## src/fsc_pkg.sv

```systemverilog
// Shared constants and carrier types for the flash status-polling controller.
package fsc_pkg;

  // ****************************************************************
  // Widths and pin timing
  // ****************************************************************
  localparam int ADDR_W        = 22;
  localparam int DATA_W        = 8;
  localparam int CLK_PERIOD_NS = 4;
  // Longest read access time of the part; strobes are held at least this long.
  localparam int STROBE_NS     = 120;
  localparam int STROBE_CYC    = (STROBE_NS + CLK_PERIOD_NS - 1) / CLK_PERIOD_NS;

  // ****************************************************************
  // Status bit positions
  // ****************************************************************
  localparam int DATA_POLL_BIT       = 7;
  localparam int PRIMARY_TOGGLE_BIT  = 6;
  localparam int TIME_LIMIT_FAIL_BIT = 5;
  localparam int ERASE_TIMER_BIT     = 3;
  localparam int SECTOR_TOGGLE_BIT   = 2;

  // ****************************************************************
  // Command cycles
  // ****************************************************************
  localparam logic [ADDR_W-1:0] UNLOCK_ADDR_A = 22'h000555;
  localparam logic [ADDR_W-1:0] UNLOCK_ADDR_B = 22'h0002aa;
  localparam logic [DATA_W-1:0] UNLOCK_DATA_A = 8'haa;
  localparam logic [DATA_W-1:0] UNLOCK_DATA_B = 8'h55;
  localparam logic [DATA_W-1:0] CODE_PROGRAM  = 8'ha0;
  localparam logic [DATA_W-1:0] CODE_ERASE    = 8'h80;
  localparam logic [DATA_W-1:0] CODE_SECTOR   = 8'h30;
  localparam logic [DATA_W-1:0] CODE_CHIP     = 8'h10;
  localparam logic [DATA_W-1:0] CODE_SUSPEND  = 8'hb0;
  localparam logic [DATA_W-1:0] CODE_RESUME   = 8'h30;
  localparam logic [DATA_W-1:0] CODE_RESET    = 8'hf0;
  localparam logic [2:0]        LAST_PROGRAM  = 3'h3;
  localparam logic [2:0]        LAST_ERASE    = 3'h5;

  // ****************************************************************
  // Types
  // ****************************************************************
  typedef enum logic [2:0] {
    OP_READ, OP_PROGRAM, OP_ERASE_SECTOR, OP_ERASE_CHIP,
    OP_SUSPEND, OP_RESUME, OP_RESET, OP_ERASE_ADD
  } fsc_op_t;

  typedef struct packed {
    fsc_op_t           op;
    logic [ADDR_W-1:0] addr;
    logic [DATA_W-1:0] data;
  } fsc_cmd_t;

  typedef struct packed {
    logic              wr;
    logic [ADDR_W-1:0] addr;
    logic [DATA_W-1:0] data;
  } fsc_cyc_t;

  typedef struct packed {
    logic [DATA_W-1:0] data;
    logic              fail;
    logic              late;
  } fsc_result_t;

endpackage

```

## src/fsc_host.sv

```systemverilog
// Host controller that issues flash command sequences and polls write status.
`timescale 1ns/1ps
module fsc_host #(
  parameter int STROBE_CYC = fsc_pkg::STROBE_CYC
) (
  input  wire logic                       clock_in,
  input  wire logic                       rst_n_in,
  input  wire logic                       cmd_valid_in,
  input  wire fsc_pkg::fsc_cmd_t          cmd_in,
  output logic                            cmd_ready_out,
  output logic                            done_out,
  output fsc_pkg::fsc_result_t            result_out,
  output logic [fsc_pkg::ADDR_W-1:0]      addr_out,
  output logic                            ce_n_out,
  output logic                            oe_n_out,
  output logic                            we_n_out,
  output logic [fsc_pkg::DATA_W-1:0]      dq_out,
  output logic                            dq_oe_out,
  input  wire logic [fsc_pkg::DATA_W-1:0] dq_in
);
  import fsc_pkg::*;

  typedef enum {S_IDLE, S_SEQ, S_PRE, S_POST, S_POLL, S_FINAL, S_RESET_WR, S_DONE} fsc_state_t;

  fsc_state_t        state;
  fsc_cmd_t          cmd;
  fsc_cyc_t          cyc;
  logic [2:0]        step;
  logic              issued;
  logic              cyc_go;
  logic              cyc_done;
  logic [DATA_W-1:0] rdata;
  logic [DATA_W-1:0] last_read;
  logic              first;
  logic              retry;
  logic              fail;
  logic              late;
  logic              toggling;
  logic              needs_cycle;

  // ****************************************************************
  // Command sequence table
  // ****************************************************************
  function automatic fsc_cyc_t seq_cycle(input fsc_cmd_t c, input logic [2:0] s);
    fsc_cyc_t r;
    r.wr   = 1'b1;
    r.addr = (s == 3'h1 || s == 3'h4) ? UNLOCK_ADDR_B : UNLOCK_ADDR_A;
    r.data = (s == 3'h1 || s == 3'h4) ? UNLOCK_DATA_B : UNLOCK_DATA_A;
    unique case (c.op)
      OP_PROGRAM: begin
        if (s == 3'h2) begin
          r.data = CODE_PROGRAM;
        end else if (s == LAST_PROGRAM) begin
          r.addr = c.addr;
          r.data = c.data;
        end
      end
      OP_ERASE_SECTOR, OP_ERASE_CHIP: begin
        if (s == 3'h2) begin
          r.data = CODE_ERASE;
        end else if (s == LAST_ERASE) begin
          r.addr = (c.op == OP_ERASE_SECTOR) ? c.addr : UNLOCK_ADDR_A;
          r.data = (c.op == OP_ERASE_SECTOR) ? CODE_SECTOR : CODE_CHIP;
        end
      end
      OP_SUSPEND: begin
        r.addr = c.addr;
        r.data = CODE_SUSPEND;
      end
      OP_RESUME: begin
        r.addr = c.addr;
        r.data = CODE_RESUME;
      end
      OP_ERASE_ADD: begin
        r.addr = c.addr;
        r.data = CODE_SECTOR;
      end
      default: begin
        r.addr = c.addr;
        r.data = CODE_RESET;
      end
    endcase
    return r;
  endfunction

  function automatic logic [2:0] seq_last(input fsc_op_t op);
    unique case (op)
      OP_PROGRAM:                    return LAST_PROGRAM;
      OP_ERASE_SECTOR, OP_ERASE_CHIP: return LAST_ERASE;
      default:                       return 3'h0;
    endcase
  endfunction

  function automatic logic op_polls(input fsc_op_t op);
    return op == OP_PROGRAM || op == OP_ERASE_SECTOR || op == OP_ERASE_CHIP ||
           op == OP_SUSPEND;
  endfunction

  // ****************************************************************
  // Bus cycle request
  // ****************************************************************
  // Status reads always go to the command address, which for an erase is
  // the erasing sector itself; a chip erase polls the sector the user names.
  always_comb begin
    cyc         = '{wr: 1'b0, addr: cmd.addr, data: '0};
    needs_cycle = 1'b1;
    unique case (state)
      S_SEQ:      cyc = seq_cycle(cmd, step);
      S_RESET_WR: cyc = '{wr: 1'b1, addr: cmd.addr, data: CODE_RESET};
      S_IDLE,
      S_DONE:     needs_cycle = 1'b0;
      default:    cyc.wr = 1'b0;
    endcase
  end

  always_ff @(posedge clock_in) begin
    if (!rst_n_in) begin
      cyc_go <= 1'b0;
      issued <= 1'b0;
    end else begin
      cyc_go <= needs_cycle && !issued && !cyc_go;
      if (cyc_go) begin
        issued <= 1'b1;
      end else if (cyc_done) begin
        issued <= 1'b0;
      end
    end
  end

  assign toggling = last_read[PRIMARY_TOGGLE_BIT] ^ rdata[PRIMARY_TOGGLE_BIT];

  // ****************************************************************
  // Operation sequencer
  // ****************************************************************
  // A toggling result with the fail bit set is checked once more, because the
  // toggle may stop in the same moment that the fail bit rises.
  always_ff @(posedge clock_in) begin
    if (!rst_n_in) begin
      state         <= S_IDLE;
      cmd           <= '0;
      step          <= 3'h0;
      last_read     <= '0;
      first         <= 1'b1;
      retry         <= 1'b0;
      fail          <= 1'b0;
      late          <= 1'b0;
      cmd_ready_out <= 1'b0;
      done_out      <= 1'b0;
      result_out    <= '0;
    end else begin
      done_out      <= 1'b0;
      cmd_ready_out <= (state == S_IDLE) && !(cmd_valid_in && cmd_ready_out);
      unique case (state)
        S_IDLE: begin
          if (cmd_valid_in && cmd_ready_out) begin
            cmd   <= cmd_in;
            step  <= 3'h0;
            first <= 1'b1;
            retry <= 1'b0;
            fail  <= 1'b0;
            late  <= 1'b0;
            if (cmd_in.op == OP_READ) begin
              state <= S_FINAL;
            end else if (cmd_in.op == OP_ERASE_ADD) begin
              state <= S_PRE;
            end else begin
              state <= S_SEQ;
            end
          end
        end
        S_PRE: begin
          if (cyc_done) begin
            if (rdata[ERASE_TIMER_BIT]) begin
              late  <= 1'b1;
              state <= S_DONE;
            end else begin
              state <= S_SEQ;
            end
          end
        end
        S_SEQ: begin
          if (cyc_done) begin
            if (step != seq_last(cmd.op)) begin
              step <= step + 3'h1;
            end else if (op_polls(cmd.op)) begin
              state <= S_POLL;
            end else if (cmd.op == OP_ERASE_ADD) begin
              state <= S_POST;
            end else begin
              state <= S_DONE;
            end
          end
        end
        S_POST: begin
          if (cyc_done) begin
            late  <= rdata[ERASE_TIMER_BIT];
            state <= S_DONE;
          end
        end
        S_POLL: begin
          if (cyc_done) begin
            last_read <= rdata;
            first     <= 1'b0;
            if (!first) begin
              if (!toggling) begin
                state <= S_FINAL;
              end else if (rdata[TIME_LIMIT_FAIL_BIT] && retry) begin
                fail  <= 1'b1;
                state <= S_RESET_WR;
              end else if (rdata[TIME_LIMIT_FAIL_BIT]) begin
                retry <= 1'b1;
                first <= 1'b1;
              end
            end
          end
        end
        S_FINAL: begin
          if (cyc_done) begin
            result_out.data <= rdata;
            if (cmd.op == OP_PROGRAM && rdata[DATA_POLL_BIT] != cmd.data[DATA_POLL_BIT]) begin
              fail <= 1'b1;
            end
            state <= S_DONE;
          end
        end
        S_RESET_WR: begin
          if (cyc_done) begin
            state <= S_DONE;
          end
        end
        S_DONE: begin
          result_out.fail <= fail;
          result_out.late <= late;
          done_out        <= 1'b1;
          state           <= S_IDLE;
        end
      endcase
    end
  end

  // ****************************************************************
  // Pin cycle engine
  // ****************************************************************
  fsc_cycle #(
    .STROBE_CYC (STROBE_CYC)
  ) u_cycle (
    .clock_in  (clock_in),
    .rst_n_in  (rst_n_in),
    .go_in     (cyc_go),
    .cyc_in    (cyc),
    .done_out  (cyc_done),
    .rdata_out (rdata),
    .addr_out  (addr_out),
    .ce_n_out  (ce_n_out),
    .oe_n_out  (oe_n_out),
    .we_n_out  (we_n_out),
    .dq_out    (dq_out),
    .dq_oe_out (dq_oe_out),
    .dq_in     (dq_in)
  );

  // ****************************************************************
  // Checks
  // ****************************************************************
  chk_reread_after_stop: assert property (@(posedge clock_in) disable iff (!rst_n_in)
    state == S_POLL && cyc_done && !first && !toggling |=> state == S_FINAL ##[1:60] cyc_go)
    else $error("Final data was not re-read after the toggle stopped.");

  chk_fail_resets: assert property (@(posedge clock_in) disable iff (!rst_n_in)
    state == S_POLL && cyc_done && !first && toggling && rdata[TIME_LIMIT_FAIL_BIT] && retry
    |=> state == S_RESET_WR ##[1:60] (we_n_out == 1'b0 && dq_out == CODE_RESET))
    else $error("Failed operation did not issue the reset command.");

  chk_poll_address: assert property (@(posedge clock_in) disable iff (!rst_n_in)
    state == S_POLL && !ce_n_out |-> we_n_out && addr_out == cmd.addr)
    else $error("Status poll aimed away from the command address.");

  chk_done_pulse: assert property (@(posedge clock_in) disable iff (!rst_n_in)
    done_out |=> !done_out && state == S_IDLE)
    else $error("Done was not a single-cycle pulse.");

endmodule

```

## src/fsc_cycle.sv

```systemverilog
// Single asynchronous bus cycle generator for the flash pins.
`timescale 1ns/1ps
module fsc_cycle #(
  parameter int STROBE_CYC = fsc_pkg::STROBE_CYC
) (
  input  wire logic                      clock_in,
  input  wire logic                      rst_n_in,
  input  wire logic                      go_in,
  input  wire fsc_pkg::fsc_cyc_t         cyc_in,
  output logic                           done_out,
  output logic [fsc_pkg::DATA_W-1:0]     rdata_out,
  output logic [fsc_pkg::ADDR_W-1:0]     addr_out,
  output logic                           ce_n_out,
  output logic                           oe_n_out,
  output logic                           we_n_out,
  output logic [fsc_pkg::DATA_W-1:0]     dq_out,
  output logic                           dq_oe_out,
  input  wire logic [fsc_pkg::DATA_W-1:0] dq_in
);
  import fsc_pkg::*;

  typedef enum {C_IDLE, C_SETUP, C_STROBE, C_RELEASE} fsc_cstate_t;

  fsc_cstate_t cstate;
  logic [7:0]  count;
  logic        wr;

  // ****************************************************************
  // Cycle sequencing
  // ****************************************************************
  // Address moves only in idle, where chip enable is already high, so the
  // toggle bits are never advanced by a bank change under an active read.
  always_ff @(posedge clock_in) begin
    if (!rst_n_in) begin
      cstate    <= C_IDLE;
      count     <= 8'h00;
      wr        <= 1'b0;
      done_out  <= 1'b0;
      rdata_out <= '0;
      addr_out  <= '0;
      ce_n_out  <= 1'b1;
      oe_n_out  <= 1'b1;
      we_n_out  <= 1'b1;
      dq_out    <= '0;
      dq_oe_out <= 1'b0;
    end else begin
      done_out <= 1'b0;
      unique case (cstate)
        C_IDLE: begin
          if (go_in) begin
            addr_out  <= cyc_in.addr;
            dq_out    <= cyc_in.data;
            wr        <= cyc_in.wr;
            dq_oe_out <= cyc_in.wr;
            cstate    <= C_SETUP;
          end
        end
        C_SETUP: begin
          ce_n_out <= 1'b0;
          oe_n_out <= wr;
          we_n_out <= !wr;
          count    <= 8'(STROBE_CYC - 1);
          cstate   <= C_STROBE;
        end
        C_STROBE: begin
          if (count == 8'h00) begin
            rdata_out <= dq_in;
            oe_n_out  <= 1'b1;
            we_n_out  <= 1'b1;
            cstate    <= C_RELEASE;
          end else begin
            count <= count - 8'h01;
          end
        end
        C_RELEASE: begin
          ce_n_out  <= 1'b1;
          dq_oe_out <= 1'b0;
          done_out  <= 1'b1;
          cstate    <= C_IDLE;
        end
      endcase
    end
  end

  // ****************************************************************
  // Checks
  // ****************************************************************
  chk_addr_ce_high: assert property (@(posedge clock_in) disable iff (!rst_n_in)
    $changed(addr_out) |-> $past(ce_n_out) && ce_n_out)
    else $error("Address changed while chip enable was low.");

  chk_oe_we_excl: assert property (@(posedge clock_in) disable iff (!rst_n_in)
    !we_n_out |-> oe_n_out && dq_oe_out)
    else $error("Output and write enables overlap or data not driven.");

endmodule

```

## config.mk

```make
export PLATFORM = sky130hd
export DESIGN_NAME = fsc_host
export DESIGN_NICKNAME = d
export VERILOG_FILES = /design/src/fsc_pkg.sv /design/src/fsc_host.sv /design/src/fsc_cycle.sv
export SDC_FILE = /design/constraint.sdc
export NUM_CORES = 1
export LEC_CHECK = 0
export BUFFER_PORTS_ARGS = -buffer_cell sky130_fd_sc_hd__buf_2
export CAP_MARGIN = 10
export CORE_MARGIN = 3
export CORE_UTILIZATION = 62
export CTS_BUF_LIST = sky130_fd_sc_hd__clkbuf_4 sky130_fd_sc_hd__clkbuf_8
export CTS_CLUSTER_SIZE = 25
export DETAILED_ROUTE_END_ITERATION = 10
export GPL_TIMING_DRIVEN = 0
export PLACE_DENSITY = 0.86
export SYNTH_ARGS = -nofsm -noshare
export SYNTH_HDL_FRONTEND = slang
export SYNTH_SLANG_ARGS = --single-unit
export TNS_END_PERCENT = 30
```

## constraint.sdc

```tcl
create_clock -name clock_in -period 3.24 [get_ports clock_in]
set_clock_uncertainty 0.1 [all_clocks]
set_input_delay 0.162 -clock clock_in [delete_from_list [all_inputs] [get_ports clock_in]]
set_output_delay 0.162 -clock clock_in [all_outputs]
set_load 0.05 [all_outputs]
```

==> summary.log <==
[status] status complete, no violations
[routing] Detail Route Antenna Nets 0
[global_route] initial antenna violation count 0
[timing] achievable clock frequency 404 MHz
[logic_synthesis] Syn Area/Cell 8.22 um^2
[hold_path] capture endpoint of the worst hold path u_cycle.addr_out[0]$_SDFFE_PN0P_
[hold_path] Hold/Removal Path Class in -> reg
[worst_setup_path] Setup CP Type reg -> reg
[hold_path] WHS Path Cells 3
[floorplanning] I/O Pins 90
[layout] Finished Layout Cells 892
[power_and_ir_drop] total power per unit cell area 718 nW/um^2
[logic_synthesis] register bit count reported by yosys 112
[power_and_ir_drop] Lkg Pwr 2.64 nW
[logic_synthesis] number of unique standard cell types used by synthesis 61
[global_route] wire length of the first global-routing pass 25600 um
[routing] average wire per cell in the routed design 17.7 um
[timing] setup repair after global routing missed its margin no
[logic_synthesis] Synth async-reset ratio 0
[floorplanning] Die W 98.3 um
[floorplanning] effective utilization at floorplan 0.639
[logic_synthesis] number of cells produced by synthesis 642
[layout] antenna diode count 0
[timing] Setup Total Neg Slack 0 ps
[timing] endpoints failing setup 0
[worst_setup_path] Reg2Reg Depth 7
[clock_network] total CTS buffers 9
[floorplanning] Die ar. 9660 um^2
[clock_network] post-cts sizing count 0
[routing] detailed router's first-iteration violation count 446
[clock_network] buffer cell driving the clock tree root sky130_fd_sc_hd__clkbuf_8
[worst_setup_path] maximum fanout count along the critical path 9
[clock_network] later-pin clock latency in the skew report 380 ps
[timing] post-route fraction of the period consumed by the critical path 0.763
[routing] Total Wirelength 15800 um
[timing] worst setup slack after layout 767 ps
[routing] Vias/cell 6.15
[layout] layout net count 840
[clock_network] buffer depth of the longest clock path 2
[layout] P&R area growth vs syn 22.3%
[worst_setup_path] worst flop-to-flop path startpoint step[0]$_SDFFE_PN0P_
[floorplanning] area inside the core boundary 8260 um^2
[placed_design] buffers added on ports 88
[routing] via count 5488
[worst_setup_path] kind of start point of the critical path flip-flop
[clock_network] number of sinks driven by the clock tree 112
[worst_setup_path] slack of the worst reg-to-reg path 770 ps
[logic_synthesis] predominant post-synthesis flop cell sky130_fd_sc_hd__dfxtp_1
[layout] layout cell share with drive strength beyond 1 0.165
[placed_design] final weighted congestion in routability-driven placement 0.904
[floorplanning] chip height 98.3 um
[global_route] via count of the first global-routing pass 5365
[worst_setup_path] Data required, critical path 3420 ps
[placed_design] placed wire-length estimate after detailed placement 10600 um
[logic_synthesis] portion of the post-synthesis area used by sequential elements 0.425
[timing] minimum clock period after layout 2470 ps
[timing] max-slew violation count 0
[logic_synthesis] Syn Nets 700
[global_route] maximum number of pins on one net before global-route repair 21
[timing] Least-Margin Pin Slew 846 ps
[flow_run] reported max-cap violation count 0
[clock_network] htree depth 3
[timing] Final Hold Viols 0
[worst_setup_path] reg-to-reg endpoint u_cycle.dq_out[5]$_SDFFE_PN0P_
[clock_network] TritonCTS clock tree built
[routing] Initial DRT Pass Iterations 5
[placed_design] worst slack at placement 857 ps
[logic_synthesis] number of flops mapped to enable cells by yosys 0
[power_and_ir_drop] maximum resistive drop on vdd 0.558 mV
[placed_design] cell count after placement 835
[logic_synthesis] Synthesis Warnings 0
[routing] DRC Markers 0
[hold_path] worst hold path startpoint rst_n_in
[clock_network] clock transition time at the flip-flop clock pins of the worst setup and hold paths 110 ps
[logic_synthesis] total standard cell area after synthesis 5280 um^2
[layout] final instance area 6460 um^2
[worst_setup_path] Worst EP arrival 2660 ps
[global_route] GRT overflow 0
[timing] worst rel slew slack 0.434
[global_route] all-layer global routing usage 0.323
[timing] Min Hold Slack 93.4 ps
[floorplanning] Cell Rows 33
[placed_design] placed cell areas 5850 um^2
[worst_setup_path] Crit. End Element flip-flop
routing by layer:
metal / up-vias / share of wire / global-route usage / wire length [um]
li1: 2537 / - / - / -
met1: 2581 / 0.39 / 0.392 / 6080
met2: 312 / 0.50 / 0.561 / 7900
met3: 58 / 0.081 / 0.0529 / 1270
met4: 0 / 0.032 / 0.143 / 503
met5: - / 0 / 0 / 0
cell type report:
| class | count | area [um^2] |
|---|---|---|
| Buffer | 42 | 183 |
| Clock buffer | 10 | 138 |
| Clock inverter | 6 | 58.8 |
| Fill cell | 599 | 1800 |
| Inverter | 13 | 48.8 |
| Multi-Input combinational cell | 475 | 2810 |
| Sequential cell | 112 | 2240 |
| Tap cell | 105 | 131 |
| Timing Repair Buffer | 129 | 851 |
stage by stage:
stage                     total power [W]  utilization
final                             0.00464        0.782
after detailed placement          0.00372        0.709
after floorplan                   0.00325            -
after global routing              0.00489        0.782
after global placement            0.00363        0.709
after CTS                         0.00457        0.782
how the worst max path moves through the flow:
stage / from / endpoint / slack [ps] / cells past startpoint
6_report: step[0]$_SDFFE_PN0P_ / u_cycle.dq_out[5]$_SDFFE_PN0P_ / 770 / 7
5_1_grt: step[0]$_SDFFE_PN0P_ / u_cycle.addr_out[9]$_SDFFE_PN0P_ / 640 / 7
4_1_cts: step[0]$_SDFFE_PN0P_ / u_cycle.dq_out[5]$_SDFFE_PN0P_ / 840 / 7
3_5_place_dp: step[0]$_SDFFE_PN0P_ / u_cycle.dq_out[5]$_SDFFE_PN0P_ / 860 / 7
3_3_place_gp: step[0]$_SDFFE_PN0P_ / u_cycle.dq_out[5]$_SDFFE_PN0P_ / 910 / 7
2_1_floorplan: step[1]$_SDFFE_PN0P_ / u_cycle.dq_out[5]$_SDFFE_PN0P_ / 1130 / 8
cells in the mapped netlist, drive strengths merged, types with 2 or more instances:
master / count / area [um^2]
a21boi: 15 / 113
nor3: 12 / 65.1
nor4b: 2 / 17.5
a211o: 2 / 17.5
and3: 3 / 18.8
mux2i: 12 / 120
or4: 2 / 18.8
nand4: 3 / 18.8
nand2: 112 / 423
ha: 14 / 175
a21o: 7 / 52.6
nor2b: 21 / 131
a31oi: 5 / 31.3
or3: 2 / 12.5
nand3: 16 / 80.1
o21ai: 32 / 160
xor2: 7 / 61.3
a21oi: 52 / 260
buf: 18 / 92.6
o21a: 2 / 15.0
inv: 13 / 48.8
xnor2: 2 / 17.5
o31a: 3 / 26.3
a32o: 5 / 50.1
o211a: 2 / 20.0
o221ai: 7 / 61.3
nand4b: 5 / 43.8
nor2: 61 / 231
nor3b: 4 / 40.0
clkbuf: 24 / 90.1
a221oi: 6 / 52.6
and2: 2 / 12.5
nand2b: 10 / 62.6
a22oi: 17 / 128
dfxtp: 112 / 2240
o211ai: 3 / 22.5
a211oi: 8 / 65.1
o31ai: 5 / 56.3
a311oi: 2 / 17.5
a2111oi: 3 / 28.8
power by group:
group / leakage [nW] / internal, W / switching [W]
logic: 1.63 / 0.000652 / 0.00132
clock network: 0.102 / 0.000319 / 0.000517
registers: 0.908 / 0.00163 / 0.000200
cell usage in the layout, fill, tap and decap left out, types with 3 or more instances in the layout:
cell type,Yosys,routed
sky130_fd_sc_hd__nor3_1,11,11
sky130_fd_sc_hd__o221ai_1,7,7
sky130_fd_sc_hd__a32o_1,5,5
sky130_fd_sc_hd__a22oi_1,17,17
sky130_fd_sc_hd__a21boi_0,15,15
sky130_fd_sc_hd__a211oi_1,7,7
sky130_fd_sc_hd__inv_1,13,13
sky130_fd_sc_hd__dlygate4sd3_1,0,41
sky130_fd_sc_hd__and3_1,3,3
sky130_fd_sc_hd__nand2b_1,10,10
sky130_fd_sc_hd__nand3_1,16,16
sky130_fd_sc_hd__clkbuf_1,24,24
sky130_fd_sc_hd__a221oi_1,6,6
sky130_fd_sc_hd__dfxtp_1,112,112
sky130_fd_sc_hd__buf_2,14,102
sky130_fd_sc_hd__nor2_1,60,60
sky130_fd_sc_hd__ha_1,14,14
sky130_fd_sc_hd__a21oi_1,52,52
sky130_fd_sc_hd__nand4b_1,5,5
sky130_fd_sc_hd__xor2_1,7,7
sky130_fd_sc_hd__o31a_1,3,3
sky130_fd_sc_hd__o211ai_1,3,3
sky130_fd_sc_hd__a21o_1,7,7
sky130_fd_sc_hd__o21ai_0,30,30
sky130_fd_sc_hd__nor2b_1,21,21
sky130_fd_sc_hd__a31oi_1,5,5
sky130_fd_sc_hd__o31ai_1,3,3
sky130_fd_sc_hd__nand2_1,111,111
sky130_fd_sc_hd__clkbuf_8,0,10
sky130_fd_sc_hd__mux2i_1,12,12
sky130_fd_sc_hd__nand4_1,3,3
cell families (layout without fill, tap and decap cells):
logic type	after synthesis	count (layout)	synth area share
simple gates	259	259	0.229
xor+xnor	9	9	0.0149
flops	112	112	0.425
mux	12	12	0.0227
fa+ha+maj	14	14	0.0332
buf+inv	55	200	0.0438
compound gates	181	181	0.231
state kept, by name, indices dropped and copies added, names as in the netlist, 2 cells and up:
signal / count
cmd: 33
result_out: 10
state: 3
step: 3
u_cycle.addr_out: 22
u_cycle.count: 8
u_cycle.cstate: 2
u_cycle.dq_out: 8
u_cycle.rdata_out: 8
timing repair:
item	4_1_cts	5_1_grt
hold buffers	41	0
buffers inserted	0	0
hold endpoints to repair	41	0
worst max-delay path: stages, from the launching register on:
cell,delay [ps]
sky130_fd_sc_hd__dfxtp_1,530
sky130_fd_sc_hd__ha_1,250
sky130_fd_sc_hd__ha_1,250
sky130_fd_sc_hd__nor2_1,60
sky130_fd_sc_hd__o31ai_1,400
sky130_fd_sc_hd__a21oi_1,110
sky130_fd_sc_hd__or4_1,420
sky130_fd_sc_hd__a32o_1,270
Power figures use the tool's default switching activity.
